[src/dtb_defs.svh]
// Purpose: Offsets, field positions, reset values for the trace buffer readout.
// Assumes: APB register index = paddr[11:2]; byte address is four times it.
// Notes:   Definitions only.
`ifndef DTB_DEFS_SVH
`define DTB_DEFS_SVH

// Register indices (byte address = index * 4).
`define DTB_IDX_CTRL    10'h020
`define DTB_IDX_STAT    10'h021
`define DTB_IDX_WIN     10'h024
`define DTB_IDX_CNT     10'h026
`define DTB_IDX_SEQ     10'h027

// Control register field positions.
`define DTB_CTRL_ARM    0
`define DTB_CTRL_ALIGN  1
`define DTB_CTRL_REQ    2
`define DTB_CTRL_VSEL   4

// Full flag position in count and status registers.
`define DTB_FULL_BIT    7

// Geometry and reset values.
`define DTB_LINES       64
`define DTB_LINE_W      20
`define DTB_CNT_MAX     6'h3F
`define DTB_CTRL_RST    5'h00
`define DTB_SEQ_RST     4'h0

`endif

[src/dtb_pkg.sv]
// Purpose: Types shared by the trace buffer readout.
// Assumes: Nothing beyond the defs header.
// Notes:   Control bits travel as one packed struct.
package dtb_pkg;

  // Window at the shared sequencer address.
  typedef enum logic [1:0] {
    DTB_VIEW_S1,
    DTB_VIEW_S2,
    DTB_VIEW_S3,
    DTB_VIEW_MATCH
  } dtb_view_t;

  // Software control word.
  typedef struct packed {
    dtb_view_t view_select_field;
    logic      trace_request_bit;
    logic      trigger_align_bit;
    logic      session_armed;
  } dtb_ctrl_t;

  // One stored trace line.
  typedef logic [19:0] dtb_line_t;

endpackage

[src/dtb_readout.sv]
// Purpose: APB readout and fill count of a 64 x 20-bit debug trace buffer.
// Assumes: All inputs are synchronous to pclk; presetn is the power-on reset.
// Notes:   First read of a line gives bits 19:16, second gives bits 15:0.
//
// Implementation choice: register access over APB.
`timescale 1ns/1ps
`include "dtb_defs.svh"

// What this block does
// - 20-bit line read as two 16-bit reads.
// - Each valid window read advances read pointer.
// - Arming locks the buffer against reads.
// - Aligned word write while disarmed unlocks buffer.
// - Valid read needs unlocked, unsecured, disarmed, request.
// - Misaligned reads return zero, pointer holds.
// - Armed or no-request reads return zero.
// - Storage unreset; system reset clears only the control register.
// - Count register is read-only, always readable.
// - Full flag bit 7 after 64 lines.
// - Arming clears count and full flag.
// - Only power-on reset and arming clear count and flag.
// - Count bits 5..0 give valid lines.
// - Wrap sets full; end-align keeps counting.
// - Reading never decrements the count.
// - Begin-align full clears arm, ends session.
// - Full with nonzero count: oldest overwritten.
// - Full flag mirrored in status bit 7.
// - Per-state next-state control registers.
// - View select picks shared-address register.
// - Align bit: 0 end, 1 begin.
// - Request bit cannot be set while secured.
module dtb_readout (
  input  wire logic                pclk,
  input  wire logic                presetn,
  input  wire logic                sys_reset,
  input  wire logic                psel,
  input  wire logic                penable,
  input  wire logic                pwrite,
  input  wire logic [11:0]         paddr,
  input  wire logic [31:0]         pwdata,
  input  wire logic [3:0]          pstrb,
  output logic      [31:0]         prdata,
  output logic                     pready,
  output logic                     pslverr,
  input  wire logic                secured,
  input  wire logic                trace_line_valid,
  input  wire dtb_pkg::dtb_line_t  trace_line_data,
  input  wire logic [2:0]          match_flags,
  output logic                     session_armed_out,
  output logic                     capture_active
);
  import dtb_pkg::*;

  // Index compare, used by every decode term.
  function automatic logic at_idx(input logic [11:0] a, input logic [9:0] i);
    at_idx = (a[11:2] == i);
  endfunction

  dtb_line_t   trace_mem [0:`DTB_LINES-1];
  dtb_ctrl_t   ctrl_reg;
  logic        locked_reg;
  logic [6:0]  rptr_reg;
  logic [5:0]  count_reg;
  logic        full_reg;
  logic [3:0]  seq_reg [0:2];
  logic [31:0] prdata_reg;
  logic        pready_reg;
  logic        pslverr_reg;
  logic        cap_reg;
  logic        win_ok_reg;

  // Bus phase decode.
  wire setup_ph = psel & ~penable;
  wire wr_acc   = psel & penable & pready_reg & pwrite;
  wire rd_acc   = psel & penable & pready_reg & ~pwrite;
  wire hit_ctrl = at_idx(paddr, `DTB_IDX_CTRL);
  wire hit_stat = at_idx(paddr, `DTB_IDX_STAT);
  wire hit_win  = at_idx(paddr, `DTB_IDX_WIN);
  wire hit_cnt  = at_idx(paddr, `DTB_IDX_CNT);
  wire hit_seq  = at_idx(paddr, `DTB_IDX_SEQ);
  wire mapped   = hit_ctrl | hit_stat | hit_win | hit_cnt | hit_seq;

  // Readout gating; the pointer steps only on a read that returns data; an unlock reloads it.
  wire aligned   = (paddr[1:0] == 2'b00);
  wire rd_ok     = ~locked_reg & ~secured & ~ctrl_reg.session_armed
                   & ctrl_reg.trace_request_bit;
  wire win_valid = hit_win & aligned & rd_ok;
  wire win_step  = rd_acc & win_ok_reg;

  // Control writes and their side effects.
  wire ctrl_wr   = wr_acc & hit_ctrl & pstrb[0];
  wire arm_write = ctrl_wr & pwdata[`DTB_CTRL_ARM];
  wire unlock_wr = wr_acc & hit_win & aligned & (pstrb[1:0] == 2'b11)
                   & ~ctrl_reg.session_armed;
  wire seq_wr    = wr_acc & hit_seq & pstrb[0] & ~ctrl_reg.session_armed;

  // Capture: a line is stored only in an armed session with tracing asked.
  wire cap_go    = trace_line_valid & ctrl_reg.session_armed
                   & ctrl_reg.trace_request_bit & ~secured;
  wire wrap      = cap_go & (count_reg == `DTB_CNT_MAX);
  wire begin_end = wrap & ctrl_reg.trigger_align_bit;

  // Oldest line: slot zero until full, then the next slot to be overwritten.
  wire [6:0] oldest = full_reg ? {count_reg, 1'b0} : 7'h00;

  // Read data of the current window half.
  dtb_line_t cur_line;
  logic [15:0] win_half;
  assign cur_line = trace_mem[rptr_reg[6:1]];
  assign win_half = rptr_reg[0] ? cur_line[15:0] : {12'h000, cur_line[19:16]};

  // Shared-address view; the match flags sit behind the last code.
  logic [3:0] seq_view;
  assign seq_view = (ctrl_reg.view_select_field == DTB_VIEW_MATCH) ? {1'b0, match_flags}
                    : seq_reg[ctrl_reg.view_select_field];

  // Read mux, decoded in the setup cycle.
  logic [31:0] rd_word;
  always_comb begin
    rd_word = 32'h0000_0000;
    if (hit_ctrl) begin
      rd_word = {26'h000_0000, ctrl_reg.view_select_field, 1'b0, ctrl_reg.trace_request_bit,
                 ctrl_reg.trigger_align_bit, ctrl_reg.session_armed};
    end else if (hit_stat) begin
      rd_word[`DTB_FULL_BIT] = full_reg;
    end else if (hit_win) begin
      if (win_valid) begin
        rd_word = {16'h0000, win_half};
      end
    end else if (hit_cnt) begin
      rd_word = {24'h00_0000, full_reg, 1'b0, count_reg};
    end else if (hit_seq) begin
      rd_word = {28'h000_0000, seq_view};
    end
  end

  // Bus answer registers: one wait-free access phase after setup.
  always_ff @(posedge pclk or negedge presetn) begin
    if (!presetn) begin
      pready_reg  <= 1'b0;
      pslverr_reg <= 1'b0;
      prdata_reg  <= 32'h0000_0000;
    end else begin
      pready_reg  <= setup_ph;
      pslverr_reg <= setup_ph & ~mapped;
      if (setup_ph) begin
        prdata_reg <= pwrite ? 32'h0000_0000 : rd_word;
      end
    end
  end

  // Window validity is frozen at setup, so the pointer steps exactly when data was returned.
  // Without it, a change of secured between setup and access could return data without a step.
  always_ff @(posedge pclk or negedge presetn) begin
    if (!presetn) begin
      win_ok_reg <= 1'b0;
    end else begin
      win_ok_reg <= setup_ph & ~pwrite & win_valid;
    end
  end

  // Control register; a system reset disarms but keeps the fill state.
  always_ff @(posedge pclk or negedge presetn) begin
    if (!presetn) begin
      ctrl_reg <= dtb_ctrl_t'(`DTB_CTRL_RST);
    end else if (sys_reset) begin
      ctrl_reg <= dtb_ctrl_t'(`DTB_CTRL_RST);
    end else if (ctrl_wr) begin
      ctrl_reg.session_armed <= pwdata[`DTB_CTRL_ARM];
      ctrl_reg.view_select_field <= dtb_view_t'(pwdata[`DTB_CTRL_VSEL +: 2]);
      if (!ctrl_reg.session_armed) begin
        ctrl_reg.trigger_align_bit <= pwdata[`DTB_CTRL_ALIGN];
      end
      if (!secured || !pwdata[`DTB_CTRL_REQ]) begin
        ctrl_reg.trace_request_bit <= pwdata[`DTB_CTRL_REQ];
      end
    end else if (begin_end) begin
      ctrl_reg.session_armed <= 1'b0;
    end
  end

  // Lock and read pointer; stored lines are never touched here.
  always_ff @(posedge pclk or negedge presetn) begin
    if (!presetn) begin
      locked_reg <= 1'b1;
      rptr_reg   <= 7'h00;
    end else if (arm_write) begin
      locked_reg <= 1'b1;
    end else if (unlock_wr) begin
      locked_reg <= 1'b0;
      rptr_reg   <= oldest;
    end else if (win_step) begin
      rptr_reg   <= rptr_reg + 7'h01;
    end
  end

  // Fill count and full flag survive system resets; reads never touch them.
  always_ff @(posedge pclk or negedge presetn) begin
    if (!presetn) begin
      count_reg <= 6'h00;
      full_reg  <= 1'b0;
    end else if (arm_write) begin
      count_reg <= 6'h00;
      full_reg  <= 1'b0;
    end else if (cap_go) begin
      count_reg <= count_reg + 6'h01;
      full_reg  <= full_reg | wrap;
    end
  end

  // Storage has no reset, so its content after power-on is undefined.
  always_ff @(posedge pclk) begin
    if (cap_go) begin
      trace_mem[count_reg] <= trace_line_data;
    end
  end

  // Per-state next-state controls, writable only while disarmed.
  genvar gi;
  generate
    for (gi = 0; gi < 3; gi++) begin : g_seq
      always_ff @(posedge pclk or negedge presetn) begin
        if (!presetn) begin
          seq_reg[gi] <= `DTB_SEQ_RST;
        end else if (seq_wr && ctrl_reg.view_select_field == dtb_view_t'(gi)) begin
          seq_reg[gi] <= pwdata[3:0];
        end
      end
    end
  endgenerate

  // Status outputs, registered.
  always_ff @(posedge pclk or negedge presetn) begin
    if (!presetn) begin
      cap_reg <= 1'b0;
    end else begin
      cap_reg <= cap_go;
    end
  end

  assign prdata            = prdata_reg;
  assign pready            = pready_reg;
  assign pslverr           = pslverr_reg;
  assign session_armed_out = ctrl_reg.session_armed;
  assign capture_active    = cap_reg;
endmodule

[config.mk]
export PLATFORM = sky130hd
export DESIGN_NAME = dtb_readout
export DESIGN_NICKNAME = d
export VERILOG_FILES = /design/src/dtb_pkg.sv /design/src/dtb_readout.sv
export VERILOG_INCLUDE_DIRS = /design/src
export SDC_FILE = /design/constraint.sdc
export NUM_CORES = 1
export LEC_CHECK = 0
export BUFFER_PORTS_ARGS = -buffer_cell sky130_fd_sc_hd__buf_2
export CORE_UTILIZATION = 40
export CTS_BUF_LIST = sky130_fd_sc_hd__clkbuf_4
export CTS_CLUSTER_SIZE = 24
export DETAILED_ROUTE_END_ITERATION = 8
export GPL_TIMING_DRIVEN = 1
export HOLD_SLACK_MARGIN = 0.06
export SYNTH_ARGS = -nofsm -noshare
export SYNTH_HDL_FRONTEND = slang
export SYNTH_SLANG_ARGS = --single-unit
[constraint.sdc]
create_clock -name pclk -period 3.5 [get_ports pclk]
set_clock_uncertainty 0.15 [all_clocks]
set_input_delay 0.525 -clock pclk [delete_from_list [all_inputs] [get_ports pclk]]
set_output_delay 0.525 -clock pclk [all_outputs]
set_load 0.03 [all_outputs]
==> results.md <==
* M1 WL at around 54 mm
* Post-route insts no fill at roughly 5.0k
* Clk_lat worst skew at between 1 and 1.5 ns
* Placed Cells incl. Taps at 4,337
* Setup Viol. Count Final at 0
* Final-stage net count at between 3k and 4k
* Critical Setup Path Class: reg -> reg
* Pleak at around 19 nW
* First-pass detailed-route iteration total at 5
* Crit path launch: rptr_reg[1]
* Top Layer Used: met5
* Cells after Synth at between 2k and 2.5k
* Mux cell area share after synthesis at 0.163
* Global-route wire length before repair at 195 mm
* Max FFs per register at roughly 1.3k
* DIE WIDTH at between 300 and 400 µm
* Final count of pins violating max slew at 0
* Share of cells above drive strength 1 at 0.349
* Outcome: complete, no violations
* IR Drop Worst-Case VDD at about 0.00033 V
* Post-synth ARST share at 0.0390
* Compound-cell area share of the yosys netlist at 0.0283
* Crit-path slowest cell: a2111oi_0
* Dpl cell area at between 0.05 and 0.06 mm²
* R2R Path Start: rptr_reg[1]
* Die H at 363 µm
* Clk buf depth at 4
* Root Driver: clkbuf_4
* Synthesis-to-layout area growth at 16.3%
* Pre-CTS WS at approximately 0.19 ns
* Period minus WS final at around 3.5 ns
* Synth unique cells at between 60 and 70
* Routed via count at 27.5k
* RePlAce Congestion at roughly 0.84
* Starting Density at 0.403
* CP peak stage delay at ~1.1 ns
* Slew @ Worst Pin at roughly 1.3 ns
* Max Fclk at approximately 290 MHz
* Sequential fraction of the synthesis area at 0.762
* Routed length on met3 at 13.0 mm
* Max FO, Critical Path at 20
* Synth Area per Inst at approximately 21 µm²
* Hold Crit Class: in -> reg
* Critical Path Source Type: flop
* Power Total at between 30 and 40 mW
* Setup WS post-layout at ~0.022 ns
* Yosys top cell by area: edfxtp_1
* Buf+Inv Stages, Crit Path at 3
* Largest family of logic cells by synthesized area: multiplexers
* I/O Buffers at 70
* Largest net degree at the start of global routing at 65
* ANT nets after route at 0
* Setup_tns at 0 ns
* Power per cell area at between 400 and 500 mW/mm²
* Yosys reg bits at about 1.3k
* Clk slew on worst S/H paths at 0.08 ns
* Total CTS buffers at about 340
* Worst setup EP type: flop
* Critical Path Sink: prdata[3]
* Post-route cell area at around 0.061 mm²
* Initial DRC Count at roughly 3.0k
* Initial antenna violation count at 13
* Area share of fa/ha/maj cells after synthesis at 0.000480
* Synthesized area at 0.0522 mm²
* R2r setup slk at around 0.022 ns
* R2R Path End: prdata[3]
* Vias in the first global route at 28.8k
* RSZ-0062 raised after global routing: no
* Area fraction of the dominant cell type after synthesis at 0.737
* Met2 wire len at approximately 66 mm
* CTS H-tree depth at 5
* Total grt overflow at 0
* Vias/cell at approximately 5.5
* WP data required at ~4.4 ns
* WP data arrival at around 4.4 ns
* Cell mode on critical path: buf_12
* Worst-path cell chain: buf_12, buf_12, buf_4, mux2i_1, a22oi_1, a2111oi_0, nor4_1, o2111ai_1, o21ai_1
* Fin. Hold Viols at 0
* Core area at about 0.13 mm²
* Relative slew slack at 0.126
* TritonCTS clock tree: done
* Number of flops mapped to enable cells by yosys at approximately 1.3k
* Max-Cap Viols at 0
* Part of the cycle the worst path needs at 0.994
* WL/cell at ~27 µm
* FF-to-FF path depth at 9
* Ys Warns at 0
* Top post-synthesis cells by area: edfxtp_1 (74%), mux4_2 (12%), mux2i_1 (3.6%)
* # IOs at approximately 120
* Commonest non-fill, non-tap cells in the layout: edfxtp_1 (1,280), clkbuf_4 (468), mux4_2 (288), mux2i_1 (186), buf_4 (142)
* Delay-heaviest family, CP: compound AO/OA/AOI/OAI gates
* # clock sinks at between 1k and 1.5k
* Post-synthesis xor/xnor area fraction at 0.00118
* Stages on worst setup path at 9
* Post-DP HPWL at roughly 80 mm
* Top FF cell, synth: edfxtp_1
* Routed wire length at around 140 mm
* Leading cell type in the layout, fill and taps excluded: edfxtp_1
* Residual DRC at 0
* Die area at 0.132 mm²
* Cell Rows at around 130
* Tot GR Track Use at 0.209
* Post-synthesis simple-gate area fraction at 0.0264
[what timing repair did]
| action | CTS | global route |
|---|---|---|
| buffers inserted | 0 | 1 |
| hold buffers | 81 | 0 |
| gates resized for setup | 0 | 2 |
| endpoints found under the setup margin | 0 | 2 |
| hold endpoints to repair | 1363 | 0 |
[worst reg2reg max path, cell delays in order (launching register included)]
cell	delay [ns]
dfrtp_4	0.52
buf_12	0.26
buf_12	0.25
buf_4	0.32
mux2i_1	0.24
a22oi_1	0.11
a2111oi_0	1.05
nor4_1	0.11
o2111ai_1	0.20
o21ai_1	0.11
[where the power goes]
group          leakage (nW)  internal, mW  total (mW)  switching, mW
Combinational          4.53        0.0900       0.430          0.340
Clock                  2.37          6.36        12.2           5.89
Sequential             12.2          17.5        17.5       0.000668
Total                  19.1          23.9        30.1           6.23
[synthesized netlist by cell type (all sizes together) (12+ instances only)]
cell / instances
edfxtp: 1280
dfrtp: 51
nand4: 14
nand3: 18
a22oi: 38
o21ai: 46
nor3: 17
nor2: 103
mux4: 288
a21oi: 21
o22ai: 23
clkbuf: 57
mux2i: 186
nor2b: 28
buf: 99
mux2: 14
o221ai: 12
nand2: 44
[final cells by class]
type / instances / area (µm²)
multi-input combinational: 1003 / 11700
sequential: 1332 / 39800
tap: 1742 / 2180
fill: 10800 / 68800
timing repair buffer: 335 / 3080
antenna: 4 / 10.0
inverter: 7 / 27.5
clock inverter: 88 / 423
clock buffer: 468 / 3510
[cells by family after synthesis]
group	count (synthesis)
xor gates and xnor gates	7
adders and majority gates	2
other	1
and+or+nand+nor	274
muxes	488
DFF	1332
buffers and inverters	163
AOI/OAI and AO/OA	216
[worst min path at each step]
stage | depth (start not counted) | end | from | slack [ns]
finish | 2 | trace_mem[38][5] | trace_line_data[5] | 0.24
global route | 2 | trace_mem[37][5] | trace_line_data[5] | 0.14
CTS | 4 | capture_active | trace_line_valid | 0.09
detailed placement | 1 | seq_reg[1] | seq_reg[1] | 0.34
global placement | 1 | seq_reg[8] | seq_reg[8] | 0.34
floorplan | 0 | capture_active | presetn | 0.08
[metrics by stage]
step / util / hold slack [ns]
2_1_floorplan: - / 0.0794
4_1_cts: 0.468 / 0.0870
5_1_grt: 0.468 / 0.135
3_3_place_gp: 0.432 / 0.337
6_report: 0.468 / 0.236
3_5_place_dp: 0.432 / 0.340
[metal layers]
layer	global-route usage	up-vias
met3	0.0635	257
met4	0.0843	6
met5	0	-
li1	-	11600
met2	0.332	1291
met1	0.266	14400
(Power assumes the default switching activity.)
